[src/rtl/adc_seq_pkg.sv]
// Constants shared by the converter sequence controller and its helpers.
// Assumes a single core clock domain and APB access with byte addresses.
//
// Functional notes
// Writing one to soft_reset_cmd returns every block register to its reset state.
// Writing one to conv_enable_cmd enables the converter and starts its settle period.
// Writing one to conv_disable_cmd puts the analog part into standby.
// Writing one to start begins a sequence and clears result_valid_bit.
// Writing one to stop halts an ongoing continuous sequence.
// Software checks the ready flag before issuing a start command.
// Converter clock equals core clock divided by four times clock_div_preload.
// Divider count has its LSB forced to zero for fifty-percent duty.
// Software keeps the converter clock at or below 700 kHz.
// transfer_end_halts set stops continuous mode on transfer end; resets to zero.
// settle_period_count core clocks elapse after enable before ready is reported.
// sequence_length plus one conversions run, even in one-shot mode.
// repeat_sequence zero runs the sequence once; one repeats it; resets to zero.
// Eight three-bit order_slot_select fields pick the input of each conversion.
// Writing one to overrun or transfer-done clear bits clears that flag.
// result_valid_bit marks a valid result; reading result_register clears it.
// Ready equals analog-ready and not converting; start is ignored while low.
// result_overrun_flag sets when a result lands before the previous was read.
// transfer_done_flag sets when the transfer controller finishes all results.
// enabled_status reads one while the converter is enabled.
// repeat_mode_status follows the repeat mode, resets to zero, never interrupts.
// Clock gate status reads one while the block clock is enabled.
// A conversion completes after eleven converter clocks; result latched, flag set.
// Interrupt mask bits zero to three gate valid, ready, overrun, transfer-done.
// Reading result_register clears result_valid_bit.
// Interrupt output is high while any unmasked status flag is set.
package adc_seq_pkg;
  localparam int ADDR_W = 12;
  localparam logic [11:0] OFF_CLK_GATE = 12'h058;
  localparam logic [11:0] OFF_COMMAND  = 12'h060;
  localparam logic [11:0] OFF_SEQ_CFG  = 12'h064;
  localparam logic [11:0] OFF_ORDER    = 12'h068;
  localparam logic [11:0] OFF_FLAG_CLR = 12'h06C;
  localparam logic [11:0] OFF_STATUS   = 12'h070;
  localparam logic [11:0] OFF_IRQ_SET  = 12'h074;
  localparam logic [11:0] OFF_RESULT   = 12'h080;

  localparam int CMD_SOFT_RESET = 0;
  localparam int CMD_ENABLE     = 1;
  localparam int CMD_DISABLE    = 2;
  localparam int CMD_START      = 3;
  localparam int CMD_STOP       = 4;

  localparam int CFG_PRELOAD_LSB = 0;
  localparam int PRELOAD_W       = 5;
  localparam int CFG_HALTS       = 6;
  localparam int CFG_SETTLE_LSB  = 8;
  localparam int SETTLE_W        = 8;
  localparam int CFG_LEN_LSB     = 16;
  localparam int SEL_W           = 3;
  localparam int CFG_REPEAT      = 19;

  localparam int ORDER_SLOTS  = 8;
  localparam int ORDER_STRIDE = 4;

  localparam int FLG_RESULT_VALID = 0;
  localparam int FLG_READY        = 1;
  localparam int FLG_OVERRUN      = 2;
  localparam int FLG_XFER_DONE    = 3;
  localparam int FLG_ENABLED      = 8;
  localparam int FLG_REPEAT       = 9;
  localparam int IRQ_SRC          = 4;
  localparam int CLK_GATE_BIT     = 1;

  localparam int RESULT_W = 10;
  localparam logic [3:0] CONV_TICKS = 4'hB;
  localparam logic [5:0] DIV_MIN    = 6'h02;
  localparam logic [5:0] DIV_LAST   = 6'h01;

  typedef enum logic [0:0] {
    SEQ_IDLE = 1'b0,
    SEQ_RUN  = 1'b1
  } seq_state_t;
endpackage : adc_seq_pkg

[src/rtl/conv_clock_divider.sv]
// Converter clock divider: a down-counter reloaded with an even value.
// Assumes run comes from the sequencer on the same core clock.
`timescale 1ns/1ps
module conv_clock_divider (
  input  wire logic                               pclk,
  input  wire logic                               presetn,
  input  wire logic                               run,
  input  wire logic [adc_seq_pkg::PRELOAD_W-1:0]  preload,
  output logic                                    tick,
  output logic                                    conv_clk
);
  typedef struct packed {
    logic [5:0] cnt;
    logic       clk;
    logic       tick;
  } div_t;

  div_t       s;
  div_t       n;
  logic [5:0] half;

  always_comb begin
    half = {preload, 1'b0};
    if (half < adc_seq_pkg::DIV_MIN) begin
      half = adc_seq_pkg::DIV_MIN;
    end
    n = s;
    n.tick = 1'b0;
    if (!run) begin
      n.cnt = half;
      n.clk = 1'b0;
    end else if (s.cnt <= adc_seq_pkg::DIV_LAST) begin
      // Two half periods of 2*preload core clocks each
      n.cnt  = half;
      n.clk  = ~s.clk;
      n.tick = ~s.clk;
    end else begin
      n.cnt = s.cnt - adc_seq_pkg::DIV_LAST;
    end
  end

  always_ff @(posedge pclk or negedge presetn) begin
    if (!presetn) begin
      s <= '0;
    end else begin
      s <= n;
    end
  end

  assign tick     = s.tick;
  assign conv_clk = s.clk;
endmodule : conv_clock_divider

[src/rtl/settle_timer.sv]
// Analog settle timer: counts core clocks after an enable before ready.
// Assumes on and go come from flops on the same core clock.
`timescale 1ns/1ps
module settle_timer (
  input  wire logic                              pclk,
  input  wire logic                              presetn,
  input  wire logic                              on,
  input  wire logic                              go,
  input  wire logic [adc_seq_pkg::SETTLE_W-1:0]  period,
  output logic                                   ready
);
  typedef struct packed {
    logic [adc_seq_pkg::SETTLE_W-1:0] cnt;
    logic                             busy;
    logic                             ready;
  } settle_t;

  settle_t s;
  settle_t n;

  always_comb begin
    n = s;
    if (!on) begin
      n = '0;
    end else if (go) begin
      n.cnt   = period;
      n.busy  = 1'b1;
      n.ready = 1'b0;
    end else if (s.busy) begin
      if (s.cnt == '0) begin
        n.busy  = 1'b0;
        n.ready = 1'b1;
      end else begin
        n.cnt = s.cnt - 1'b1;
      end
    end
  end

  always_ff @(posedge pclk or negedge presetn) begin
    if (!presetn) begin
      s <= '0;
    end else begin
      s <= n;
    end
  end

  assign ready = s.ready;
endmodule : settle_timer

[src/rtl/adc_sequence_controller.sv]
// Converter sequence controller: APB registers, sequencer and flags.
// Assumes the analog core, the transfer controller and the clock-gate
// source all run on pclk; their inputs need no synchroniser.
`timescale 1ns/1ps
module adc_sequence_controller (
  input  wire logic                              pclk,
  input  wire logic                              presetn,
  input  wire logic                              psel,
  input  wire logic                              penable,
  input  wire logic                              pwrite,
  input  wire logic [adc_seq_pkg::ADDR_W-1:0]    paddr,
  input  wire logic [31:0]                       pwdata,
  output logic [31:0]                            prdata,
  output logic                                   pready,
  output logic                                   pslverr,
  input  wire logic                              block_clock_on,
  input  wire logic [adc_seq_pkg::RESULT_W-1:0]  conv_data,
  input  wire logic                              xfer_done,
  output logic                                   analog_on,
  output logic                                   conv_clk,
  output logic [adc_seq_pkg::SEL_W-1:0]          chan_sel,
  output logic                                   sample,
  output logic                                   result_ready,
  output logic                                   irq
);
  typedef struct packed {
    logic                                      pready;
    logic                                      pslverr;
    logic [31:0]                               prdata;
    logic                                      enabled;
    logic                                      settle_go;
    logic [adc_seq_pkg::PRELOAD_W-1:0]         preload;
    logic                                      halts;
    logic [adc_seq_pkg::SETTLE_W-1:0]          settle;
    logic [adc_seq_pkg::SEL_W-1:0]             length;
    logic                                      repeat_seq;
    logic [adc_seq_pkg::ORDER_SLOTS*adc_seq_pkg::SEL_W-1:0] order;
    logic [adc_seq_pkg::IRQ_SRC-1:0]           mask;
    logic                                      eoc;
    logic                                      result_overrun_flag;
    logic                                      transfer_done_flag;
    logic [adc_seq_pkg::RESULT_W-1:0]          result;
    adc_seq_pkg::seq_state_t                   state;
    logic [adc_seq_pkg::SEL_W-1:0]             slot;
    logic [3:0]                                ticks;
    logic [adc_seq_pkg::SEL_W-1:0]             chan;
    logic                                      sample;
    logic                                      dma_req;
    logic                                      irq;
  } ctl_t;

  ctl_t        s;
  ctl_t        n;
  logic        tick;
  logic        settle_ready;
  logic        ready_flag;
  logic        wr_acc;
  logic        rd_acc;
  logic        latch;
  logic [31:0] rd_mux;
  logic [adc_seq_pkg::IRQ_SRC-1:0] flags;

  localparam logic [3:0] CONV_LAST = adc_seq_pkg::CONV_TICKS - 4'h1;

  function automatic logic hit(input logic [adc_seq_pkg::ADDR_W-1:0] a,
                               input logic [11:0] off);
    hit = (a == off);
  endfunction : hit

  function automatic logic [adc_seq_pkg::SEL_W-1:0] slot_sel(
      input logic [adc_seq_pkg::ORDER_SLOTS*adc_seq_pkg::SEL_W-1:0] ord,
      input logic [adc_seq_pkg::SEL_W-1:0] idx);
    slot_sel = ord[idx*adc_seq_pkg::SEL_W +: adc_seq_pkg::SEL_W];
  endfunction : slot_sel

  conv_clock_divider u_div (
    .pclk     (pclk),
    .presetn  (presetn),
    .run      (s.state == adc_seq_pkg::SEQ_RUN),
    .preload  (s.preload),
    .tick     (tick),
    .conv_clk (conv_clk)
  );

  settle_timer u_settle (
    .pclk    (pclk),
    .presetn (presetn),
    .on      (s.enabled),
    .go      (s.settle_go),
    .period  (s.settle),
    .ready   (settle_ready)
  );

  assign ready_flag = settle_ready && (s.state == adc_seq_pkg::SEQ_IDLE);
  assign wr_acc = psel && penable && s.pready && pwrite;
  assign rd_acc = psel && penable && s.pready && !pwrite;
  assign latch  = (s.state == adc_seq_pkg::SEQ_RUN) && tick &&
                  (s.ticks == CONV_LAST);

  always_comb begin
    flags = '0;
    flags[adc_seq_pkg::FLG_RESULT_VALID] = s.eoc;
    flags[adc_seq_pkg::FLG_READY]        = ready_flag;
    flags[adc_seq_pkg::FLG_OVERRUN]      = s.result_overrun_flag;
    flags[adc_seq_pkg::FLG_XFER_DONE]    = s.transfer_done_flag;
  end

  always_comb begin
    rd_mux = '0;
    if (hit(paddr, adc_seq_pkg::OFF_CLK_GATE)) begin
      rd_mux[adc_seq_pkg::CLK_GATE_BIT] = block_clock_on;
    end else if (hit(paddr, adc_seq_pkg::OFF_SEQ_CFG)) begin
      rd_mux[adc_seq_pkg::CFG_PRELOAD_LSB +: adc_seq_pkg::PRELOAD_W] = s.preload;
      rd_mux[adc_seq_pkg::CFG_HALTS] = s.halts;
      rd_mux[adc_seq_pkg::CFG_SETTLE_LSB +: adc_seq_pkg::SETTLE_W] = s.settle;
      rd_mux[adc_seq_pkg::CFG_LEN_LSB +: adc_seq_pkg::SEL_W] = s.length;
      rd_mux[adc_seq_pkg::CFG_REPEAT] = s.repeat_seq;
    end else if (hit(paddr, adc_seq_pkg::OFF_ORDER)) begin
      for (int i = 0; i < adc_seq_pkg::ORDER_SLOTS; i++) begin
        rd_mux[i*adc_seq_pkg::ORDER_STRIDE +: adc_seq_pkg::SEL_W] =
          s.order[i*adc_seq_pkg::SEL_W +: adc_seq_pkg::SEL_W];
      end
    end else if (hit(paddr, adc_seq_pkg::OFF_STATUS)) begin
      rd_mux[adc_seq_pkg::IRQ_SRC-1:0] = flags;
      rd_mux[adc_seq_pkg::FLG_ENABLED] = s.enabled;
      rd_mux[adc_seq_pkg::FLG_REPEAT]  = s.repeat_seq;
    end else if (hit(paddr, adc_seq_pkg::OFF_RESULT)) begin
      rd_mux[adc_seq_pkg::RESULT_W-1:0] = s.result;
    end
  end

  always_comb begin
    n = s;
    n.pready    = 1'b0;
    n.pslverr   = 1'b0;
    n.prdata    = '0;
    n.settle_go = 1'b0;
    n.dma_req   = 1'b0;
    // Zero-wait slave: answer is registered during the setup cycle
    if (psel && !penable) begin
      n.pready  = 1'b1;
      n.prdata  = pwrite ? 32'h0000_0000 : rd_mux;
      n.pslverr = !(hit(paddr, adc_seq_pkg::OFF_CLK_GATE) ||
                    hit(paddr, adc_seq_pkg::OFF_COMMAND)  ||
                    hit(paddr, adc_seq_pkg::OFF_SEQ_CFG)  ||
                    hit(paddr, adc_seq_pkg::OFF_ORDER)    ||
                    hit(paddr, adc_seq_pkg::OFF_FLAG_CLR) ||
                    hit(paddr, adc_seq_pkg::OFF_STATUS)   ||
                    hit(paddr, adc_seq_pkg::OFF_IRQ_SET)  ||
                    hit(paddr, adc_seq_pkg::OFF_RESULT));
    end
    if (wr_acc && hit(paddr, adc_seq_pkg::OFF_SEQ_CFG)) begin
      n.preload    = pwdata[adc_seq_pkg::CFG_PRELOAD_LSB +: adc_seq_pkg::PRELOAD_W];
      n.halts      = pwdata[adc_seq_pkg::CFG_HALTS];
      n.settle     = pwdata[adc_seq_pkg::CFG_SETTLE_LSB +: adc_seq_pkg::SETTLE_W];
      n.length     = pwdata[adc_seq_pkg::CFG_LEN_LSB +: adc_seq_pkg::SEL_W];
      n.repeat_seq = pwdata[adc_seq_pkg::CFG_REPEAT];
    end
    if (wr_acc && hit(paddr, adc_seq_pkg::OFF_ORDER)) begin
      for (int i = 0; i < adc_seq_pkg::ORDER_SLOTS; i++) begin
        n.order[i*adc_seq_pkg::SEL_W +: adc_seq_pkg::SEL_W] =
          pwdata[i*adc_seq_pkg::ORDER_STRIDE +: adc_seq_pkg::SEL_W];
      end
    end
    if (wr_acc && hit(paddr, adc_seq_pkg::OFF_IRQ_SET)) begin
      n.mask = s.mask | pwdata[adc_seq_pkg::IRQ_SRC-1:0];
    end
    // Clears first, so a hardware set in the same cycle wins
    if (rd_acc && hit(paddr, adc_seq_pkg::OFF_RESULT)) begin
      n.eoc = 1'b0;
    end
    if (wr_acc && hit(paddr, adc_seq_pkg::OFF_FLAG_CLR)) begin
      if (pwdata[adc_seq_pkg::FLG_OVERRUN]) begin
        n.result_overrun_flag = 1'b0;
      end
      if (pwdata[adc_seq_pkg::FLG_XFER_DONE]) begin
        n.transfer_done_flag = 1'b0;
      end
    end
    if (s.state == adc_seq_pkg::SEQ_RUN && tick) begin
      if (latch) begin
        n.result  = conv_data;
        n.eoc     = 1'b1;
        n.result_overrun_flag     = s.result_overrun_flag | s.eoc;
        n.dma_req = 1'b1;
        n.ticks   = '0;
        if (s.slot == s.length) begin
          n.slot = '0;
          if (!s.repeat_seq) begin
            n.state = adc_seq_pkg::SEQ_IDLE;
          end
        end else begin
          n.slot = s.slot + 1'b1;
        end
      end else begin
        n.ticks = s.ticks + 4'h1;
      end
    end
    if (xfer_done) begin
      n.transfer_done_flag = 1'b1;
      if (s.halts && s.repeat_seq) begin
        n.state = adc_seq_pkg::SEQ_IDLE;
      end
    end
    if (wr_acc && hit(paddr, adc_seq_pkg::OFF_COMMAND)) begin
      if (pwdata[adc_seq_pkg::CMD_START] && ready_flag) begin
        n.state = adc_seq_pkg::SEQ_RUN;
        n.slot  = '0;
        n.ticks = '0;
        n.eoc   = 1'b0;
      end
      if (pwdata[adc_seq_pkg::CMD_STOP] && s.state == adc_seq_pkg::SEQ_RUN &&
          s.repeat_seq) begin
        n.state = adc_seq_pkg::SEQ_IDLE;
      end
      if (pwdata[adc_seq_pkg::CMD_ENABLE]) begin
        n.enabled   = 1'b1;
        n.settle_go = 1'b1;
      end
      if (pwdata[adc_seq_pkg::CMD_DISABLE]) begin
        // Disable wins over a same-write enable and aborts any sequence
        n.enabled   = 1'b0;
        n.settle_go = 1'b0;
        n.state     = adc_seq_pkg::SEQ_IDLE;
      end
    end
    n.chan   = slot_sel(n.order, n.slot);
    n.sample = (n.state == adc_seq_pkg::SEQ_RUN) && (n.ticks == '0);
    n.irq    = |(flags & s.mask);
    if (wr_acc && hit(paddr, adc_seq_pkg::OFF_COMMAND) &&
        pwdata[adc_seq_pkg::CMD_SOFT_RESET]) begin
      // Bus answer fields stay live; everything else returns to reset
      n = '{pready: n.pready, pslverr: n.pslverr, prdata: n.prdata,
            state: adc_seq_pkg::SEQ_IDLE, default: '0};
    end
  end

  always_ff @(posedge pclk or negedge presetn) begin
    if (!presetn) begin
      s <= '{state: adc_seq_pkg::SEQ_IDLE, default: '0};
    end else begin
      s <= n;
    end
  end

  assign prdata       = s.prdata;
  assign pready       = s.pready;
  assign pslverr      = s.pslverr;
  assign analog_on    = s.enabled;
  assign chan_sel     = s.chan;
  assign sample       = s.sample;
  assign result_ready = s.dma_req;
  assign irq          = s.irq;
endmodule : adc_sequence_controller

[config.mk]
export PLATFORM = sky130hd
export DESIGN_NAME = adc_sequence_controller
export DESIGN_NICKNAME = d
export VERILOG_FILES = /design/src/rtl/adc_seq_pkg.sv /design/src/rtl/conv_clock_divider.sv /design/src/rtl/settle_timer.sv /design/src/rtl/adc_sequence_controller.sv
export SDC_FILE = /design/constraint.sdc
export NUM_CORES = 1
export LEC_CHECK = 0
export CAP_MARGIN = 30
export CORE_MARGIN = 10
export CORE_UTILIZATION = 40
export DETAILED_ROUTE_END_ITERATION = 10
export DONT_BUFFER_PORTS = 1
export GPL_TIMING_DRIVEN = 0
export HOLD_SLACK_MARGIN = 0.03
export PLACE_DENSITY = 0.52
export SYNTH_ARGS = -nofsm -noshare
export SYNTH_HDL_FRONTEND = slang
export SYNTH_SLANG_ARGS = --single-unit
[constraint.sdc]
create_clock -name pclk -period 2.76 [get_ports pclk]
set_clock_uncertainty 0.05 [all_clocks]
set_input_delay 0.276 -clock pclk [delete_from_list [all_inputs] [get_ports pclk]]
set_output_delay 0.276 -clock pclk [all_outputs]
set_load 0.03 [all_outputs]
==> flow_metrics.tcl, run 1 <==
set metrics [dict create \
    netlist_instances 643 \
    drt_iter0_markers 398 \
    power_w 0.004076 \
    slew_headroom_pct 32.44 \
    grt_pass1_vias 5251 \
    antenna_found_initial 0 \
    clk_pin_slew_ns 0.06 \
    grt_usage_pct 18.59 \
    critical_path_class "register to register" \
    hold_violations 124 \
    cts.hold.buffers_added 43 \
    finalNetCount 774 \
    ys_seq_elements 124 \
    yosys.area.top_type_share_pct 49.75 \
    grt_overflow_total 0 \
    worst_ir_drop_vdd_mv 0.5357 \
    crit_fanout 6 \
    drive_above_1_share_pct 15.72 \
    yosysSeqAreaShare_pct 49.75 \
    reg2regPathDepth 6 \
    status "finished with violations" \
    ys_warn_count 0 \
    avgSynthCellArea_um2 9.700 \
    routed_wl_mm 19.06 \
    diodes 0 \
    dieArea_um2 20990 \
    regArea_um2 3103 \
    mostFrequentLayoutCell "dfrtp_1" \
    cts_tree "yes" \
    dp_slack_ns -0.2587 \
    final_cell_mix "dfrtp_1, nand2_1, a21oi_1, dlygate4sd3_1, buf_4" \
    fin_crit_ns 2.610 \
    violations "negative hold slack" \
    clock_path_buffers 2 \
    synth_edf_count 0 \
    die_w_um 144.9 \
    rows 45 \
    grt_max_degree 125 \
    dpl_cell_area_um2 6509 \
    powerDensity_nw_per_um2 538.3 \
    area_delta_synth_final_pct 21.38 \
    fmax_mhz 383.2 \
    grt_pass1_wl_mm 29.53 \
    synth.area.top_cells "dfrtp_1, nand2_1, a21oi_1" \
    wire_per_inst_um 20.49 \
    crit_arrival_ns 2.84 \
    drc 0 \
    worstSetupStartpointType "register" \
    num_vias 5137 \
    power_leakage_nw 3.427 \
    ios 103 \
    drv_slew 0 \
    dp_hpwl_mm 13.64 \
    ys_types 65 \
    start_util_pct 40.88 \
    clk_root_buffer_cell "clkbuf_16" \
    drt-vias-per-instance 5.524 \
    fin_ws_ns 0.1503 \
    drv_cap 0 \
    cts_made_buffers 17 \
    drtAntennaViolNets 0 \
    finish.utilization_pct 49.62 \
    fp.dieH_um 144.9 \
    cts_sinks 124 \
    worstPathCellList "nand4_1 -> nor4_2 -> nand2_1 -> a21oi_1 -> dlygate4sd3_1 -> nor2_1" \
    synth_async_sr_flop_share_pct 100.0 \
    hold_ws_ns -0.4910 \
    post-route-cell-area_um2 7571 \
    fin_crit_sh_pct 94.56 \
    synth_area_um2 6237 \
    grt_setup_unrepaired "false" \
    routabilityCongestion 0.9042 \
    finalSetupViolations 0 \
    multiInputGateArea_um2 2754 \
    slowest_stage "dlygate4sd3_1" \
    max_stage_delay_ns 0.56 \
    fillers 1422 \
    coreArea_um2 15260 \
    first_pass_iters 7 \
    clock_latency_ns 0.42 \
    htree_num_levels 4 \
    worst_pin_slew_ns 1.006 \
    cp.required_ns 2.99 \
    hold_path.class "primary input to async pin" \
    crit_path_end_kind "register" \
    synth_ff_type "dfrtp_1" \
    portBuffers 0 \
    synth_area_leader_cell "dfrtp_1" \
]
==> synth_stat cells (all sizes together), types with 8 or more instances <==
master    n
dfrtp   124
nand2    98
a21oi    63
buf      46
nor2     35
and3     27
nand3    23
clkbuf   21
nor3     21
a22o     20
o21ai    16
a211oi   14
xnor2    11
and2     10
inv      10
or3       9
mux2i     8
o22ai     8
==> critical path, delay by kind of cell (launching register included) <==
family                 cells  cell delay, ns
AND/OR/NAND/NOR            4            1.16
buffers and inverters      1            0.56
flip-flops                 1            0.55
AO/OA/AOI/OAI              1            0.14
==> path summary, 6_finish.rpt <==
path | from | end | slack (ns)
min in group pclk | pwdata[2] | flags[2]$_DFF_PN0_ | 0.05
worst max register to register | pready$_DFF_PN0_ | flags[3]$_DFFE_PN0P_ | 0.15
worst min register to register | s[28]$_DFFE_PN0P_ | s[28]$_DFFE_PN0P_ | 0.45
max in group asynchronous | presetn | u_div.tick$_DFF_PN0_ | 3.00
worst max-delay path | pready$_DFF_PN0_ | flags[3]$_DFFE_PN0P_ | 0.15
worst min-delay path | presetn | u_settle.s[7]$_DFFE_PN0P_ | -0.49
==> through the flow <==
stage                     TNS [ns]  std cells
after floorplan                  0        645
after global placement     -0.6242        856
after detailed placement   -0.8234        856
after CTS                        0        930
after global routing             0        930
final                            0        930
==> power by group <==
group	switching (W)	leakage [nW]	total (W)	internal [W]
Clock	0.000814	0.274	0.00215	0.00134
Combinational	0.0000464	1.52	0.0000991	0.0000527
Sequential	0.00000464	1.63	0.00183	0.00182
==> registers in the layout, summed over array words and instances, names as in the netlist, named ones only <==
register        cells
prdata             29
pslverr             1
pready              1
result_ready        1
analog_on           1
irq                 1
u_settle.s          9
u_div.s             6
u_div.conv_clk      1
flags               3
sample              1
u_settle.ready      1
s                  64
u_div.tick          1
chan_sel            3
==> per-layer routing <==
layer / global-route usage (%) / up-vias / part of all wire, %
li1: - / 2405 / -
met1: 23.28 / 2548 / 43
met2: 29.95 / 145 / 48
met3: 4.237 / 39 / 5.4
met4: 8.404 / 0 / 3.2
met5: 0 / - / 0
==> what timing repair did <==
item	CTS	global route
endpoints found under the hold margin	183	124
gates resized for setup	3	18
setup endpoints to repair	3	15
buffers inserted	0	0
==> layout make-up <==
class | count | share of cell area (%)
sequential | 124 | 40.99
clock buffer | 19 | 5.850
multi-input combinational | 444 | 36.37
clock inverter | 13 | 1.653
inverter | 10 | 0.4958
tap | 211 | 3.487
buffer | 66 | 5.470
timing repair buffer | 43 | 5.685
==> logic make-up after synthesis <==
kind of cell / after synthesis / synth area share, %
AO/OA/AOI/OAI: 154 / 16.61
XOR/XNOR: 18 / 2.528
adder cells (fa/ha/maj): 7 / 1.404
buffers and inverters: 77 / 7.202
flip-flops: 124 / 49.75
multiplexers: 9 / 1.464
other: 1 / 0.06012
AND/OR/NAND/NOR: 253 / 20.98
No activity file was read; power rests on OpenSTA's default activity.
==> run 2: changes to the inputs <==
--- a/config.mk
+++ b/config.mk
@@ -6,13 +6,13 @@
 export NUM_CORES = 1
 export LEC_CHECK = 0
 export CAP_MARGIN = 30
-export CORE_MARGIN = 10
 export CORE_UTILIZATION = 40
 export DETAILED_ROUTE_END_ITERATION = 10
 export DONT_BUFFER_PORTS = 1
 export GPL_TIMING_DRIVEN = 0
 export HOLD_SLACK_MARGIN = 0.03
 export PLACE_DENSITY = 0.52
+export RECOVER_POWER = 50
 export SYNTH_ARGS = -nofsm -noshare
 export SYNTH_HDL_FRONTEND = slang
 export SYNTH_SLANG_ARGS = --single-unit
==> run 2 against run 1 <==
The flow still finishes with violations (negative hold slack). Largest cell class unchanged. Utilization shrank 0.56 points. Worst hold slack lost 0.0049 ns. Clock-buffer cell count grew 2. Combinational power shrank 2.1%. Die area shrank 23%. Worst setup slack lost 0.042 ns. Power grew 1.9%. Final area shrank 1.5%.
==> flow_metrics.tcl, run 2 (synthesis gave the netlist of run 1 again) <==
set metrics [dict create \
    use_met3_pct 5.188 \
    drt_iter0_markers 321 \
    dieArea_um2 16100 \
    largest_reg_flops 64 \
    diodes 0 \
    routabilityCongestion 0.8615 \
    wire_per_inst_um 19.98 \
    slowest_stage "dfrtp_1" \
    mostFrequentLayoutCell "dfrtp_1" \
    cts.hold.buffers_added 41 \
    power_w 0.004152 \
    finish.utilization_pct 49.06 \
    crit_path_end_kind "register" \
    worst_pin_slew_ns 0.8996 \
    drive_above_1_share_pct 13.09 \
    crit_arrival_ns 2.95 \
    antenna_found_initial 0 \
    die_w_um 126.9 \
    powerDensity_nw_per_um2 556.7 \
    htree_num_levels 4 \
    power_leakage_nw 3.362 \
    slew_headroom_pct 39.56 \
    dp_hpwl_mm 12.81 \
    placed_cells 833 \
    grt_max_degree 125 \
    worstPathCellList "inv_1 -> ha_1 -> and4b_1 -> and2_2 -> mux2_2 -> clkbuf_2 -> a211oi_1 -> a211oi_1 -> mux2i_1 -> o2bb2ai_2" \
    met1_usage_pct 30.60 \
    grt.busiest_layer "met2" \
    drv_cap 0 \
    grt_pass1_vias 5175 \
    ios 103 \
    finalNetCount 773 \
    finalNonFillerCells 906 \
    largest_register "s" \
    fin_ws_ns 0.1081 \
    worstSetupStartpointType "register" \
    num_vias 5030 \
    status "finished with violations" \
    grt_overflow_total 0 \
    fin_crit_ns 2.652 \
    hold_violations 124 \
    area_delta_synth_final_pct 19.58 \
    cp_num_buf_inv 2 \
    global_route.usage.met2_pct 38.98 \
    portBuffers 0 \
    clk_pin_slew_ns 0.05 \
    cp_common_cell "a211oi_1" \
    fmax_mhz 377.1 \
    drtAntennaViolNets 0 \
    fp.dieH_um 126.9 \
    cp.required_ns 3.06 \
    first_pass_iters 5 \
    hold_path.class "primary input to async pin" \
    fillers 1439 \
    worst_ir_drop_vdd_mv 0.4565 \
    crit_fanout 10 \
    grt_setup_unrepaired "true" \
    clock_path_buffers 2 \
    routed_wl_mm 18.10 \
    r2r_setup_slack_ns 0.11 \
    cts_tree "yes" \
    reg2regPathDepth 10 \
    final_cell_mix "dfrtp_1, nand2_1, a21oi_1, dlygate4sd3_1, nor2_1" \
    dp_slack_ns -0.2444 \
    clk_root_buffer_cell "clkbuf_16" \
    grt_usage_pct 23.82 \
    drt-vias-per-instance 5.552 \
    cts_sinks 124 \
    start_util_pct 41.03 \
    critical_path_class "register to register" \
    hold_ws_ns -0.4959 \
    regToRegStartpoint "s[6]$_DFF_PN0_" \
    max_stage_delay_ns 0.40 \
    clock_latency_ns 0.42 \
    violations "negative hold slack" \
    drv_slew 0 \
    r2r_end "chan_sel[1]$_DFF_PN0_" \
    finalSetupViolations 0 \
    coreArea_um2 15200 \
    rows 45 \
    cts_made_buffers 17 \
    cp_top_family "multiplexers" \
    fin_crit_sh_pct 96.08 \
    drc 0 \
    grt_pass1_wl_mm 28.65 \
]
run 2: cell count changes in the layout (fill, tap and decap cells not counted), sizes merged:
| cell | change |
|---|---|
| buf | -12 |
| clkinvlp | -1 |
| clkbuf | +15 |
| clkinv | -1 |
| dlygate4sd3 | -2 |
run 2: area by class of cell:
class                      count  area, um2  area share (%)
buffer                        66      362.8           4.865
clock buffer                  21      480.5           6.442
clock inverter                11      116.4           1.560
inverter                      10      37.54          0.5033
multi-input combinational    444       2705           36.27
sequential                   124       3103           41.60
tap                          188      235.2           3.154
timing repair buffer          42      417.9           5.603
run 2: how the worst max path moves through the flow:
stage / cells past startpoint / slack [ns] / startpoint / endpoint
finish: 10 / 0.11 / s[6]$_DFF_PN0_ / chan_sel[1]$_DFF_PN0_
CTS: 10 / 0.03 / s[6]$_DFF_PN0_ / chan_sel[1]$_DFF_PN0_
global placement: 11 / -0.22 / s[6]$_DFF_PN0_ / chan_sel[2]$_DFF_PN0_
global route: 10 / -0.02 / s[6]$_DFF_PN0_ / chan_sel[1]$_DFF_PN0_
floorplan: 11 / 0.41 / s[6]$_DFF_PN0_ / chan_sel[1]$_DFF_PN0_
detailed placement: 11 / -0.24 / s[6]$_DFF_PN0_ / chan_sel[1]$_DFF_PN0_
run 2: layer usage:
metal / vias to the layer above / share of wire, %
met4: 0 / 2.2
met2: 119 / 49
met3: 34 / 4.9
met5: - / 0
li1: 2399 / -
met1: 2478 / 44
run 2: worst register-to-register path, cell delays in order, from the launching register on:
cell       delay [ns]
dfrtp_1          0.40
inv_1            0.11
ha_1             0.20
and4b_1          0.23
and2_2           0.28
mux2_2           0.32
clkbuf_2         0.24
a211oi_1         0.27
a211oi_1         0.09
mux2i_1          0.27
o2bb2ai_2        0.13
run 2: power by group:
| group | internal (W) | switching, W | leakage, nW |
|---|---|---|---|
| Clock | 0.00142 | 0.000815 | 0.291 |
| Sequential | 0.00182 | 0.00000460 | 1.63 |
| Combinational | 0.0000526 | 0.0000445 | 1.44 |
| Total | 0.00329 | 0.000864 | 3.36 |
run 2: metrics by stage:
step / hold slack (ns) / area [um2] / setup TNS [ns]
CTS: -0.5081 / 7487 / 0
global placement: -0.06473 / 6480 / -0.6383
finish: -0.4959 / 7458 / 0
floorplan: -0.06959 / 6245 / 0
detailed placement: -0.06471 / 6480 / -0.7756
global route: -0.5151 / 7458 / -0.01568
run 2: timing repair:
action	in CTS	in global routing
gates cloned	0	0
endpoints found under the setup margin	3	14
setup buffers	0	1
endpoints found under the hold margin	183	124
resized for setup	3	7
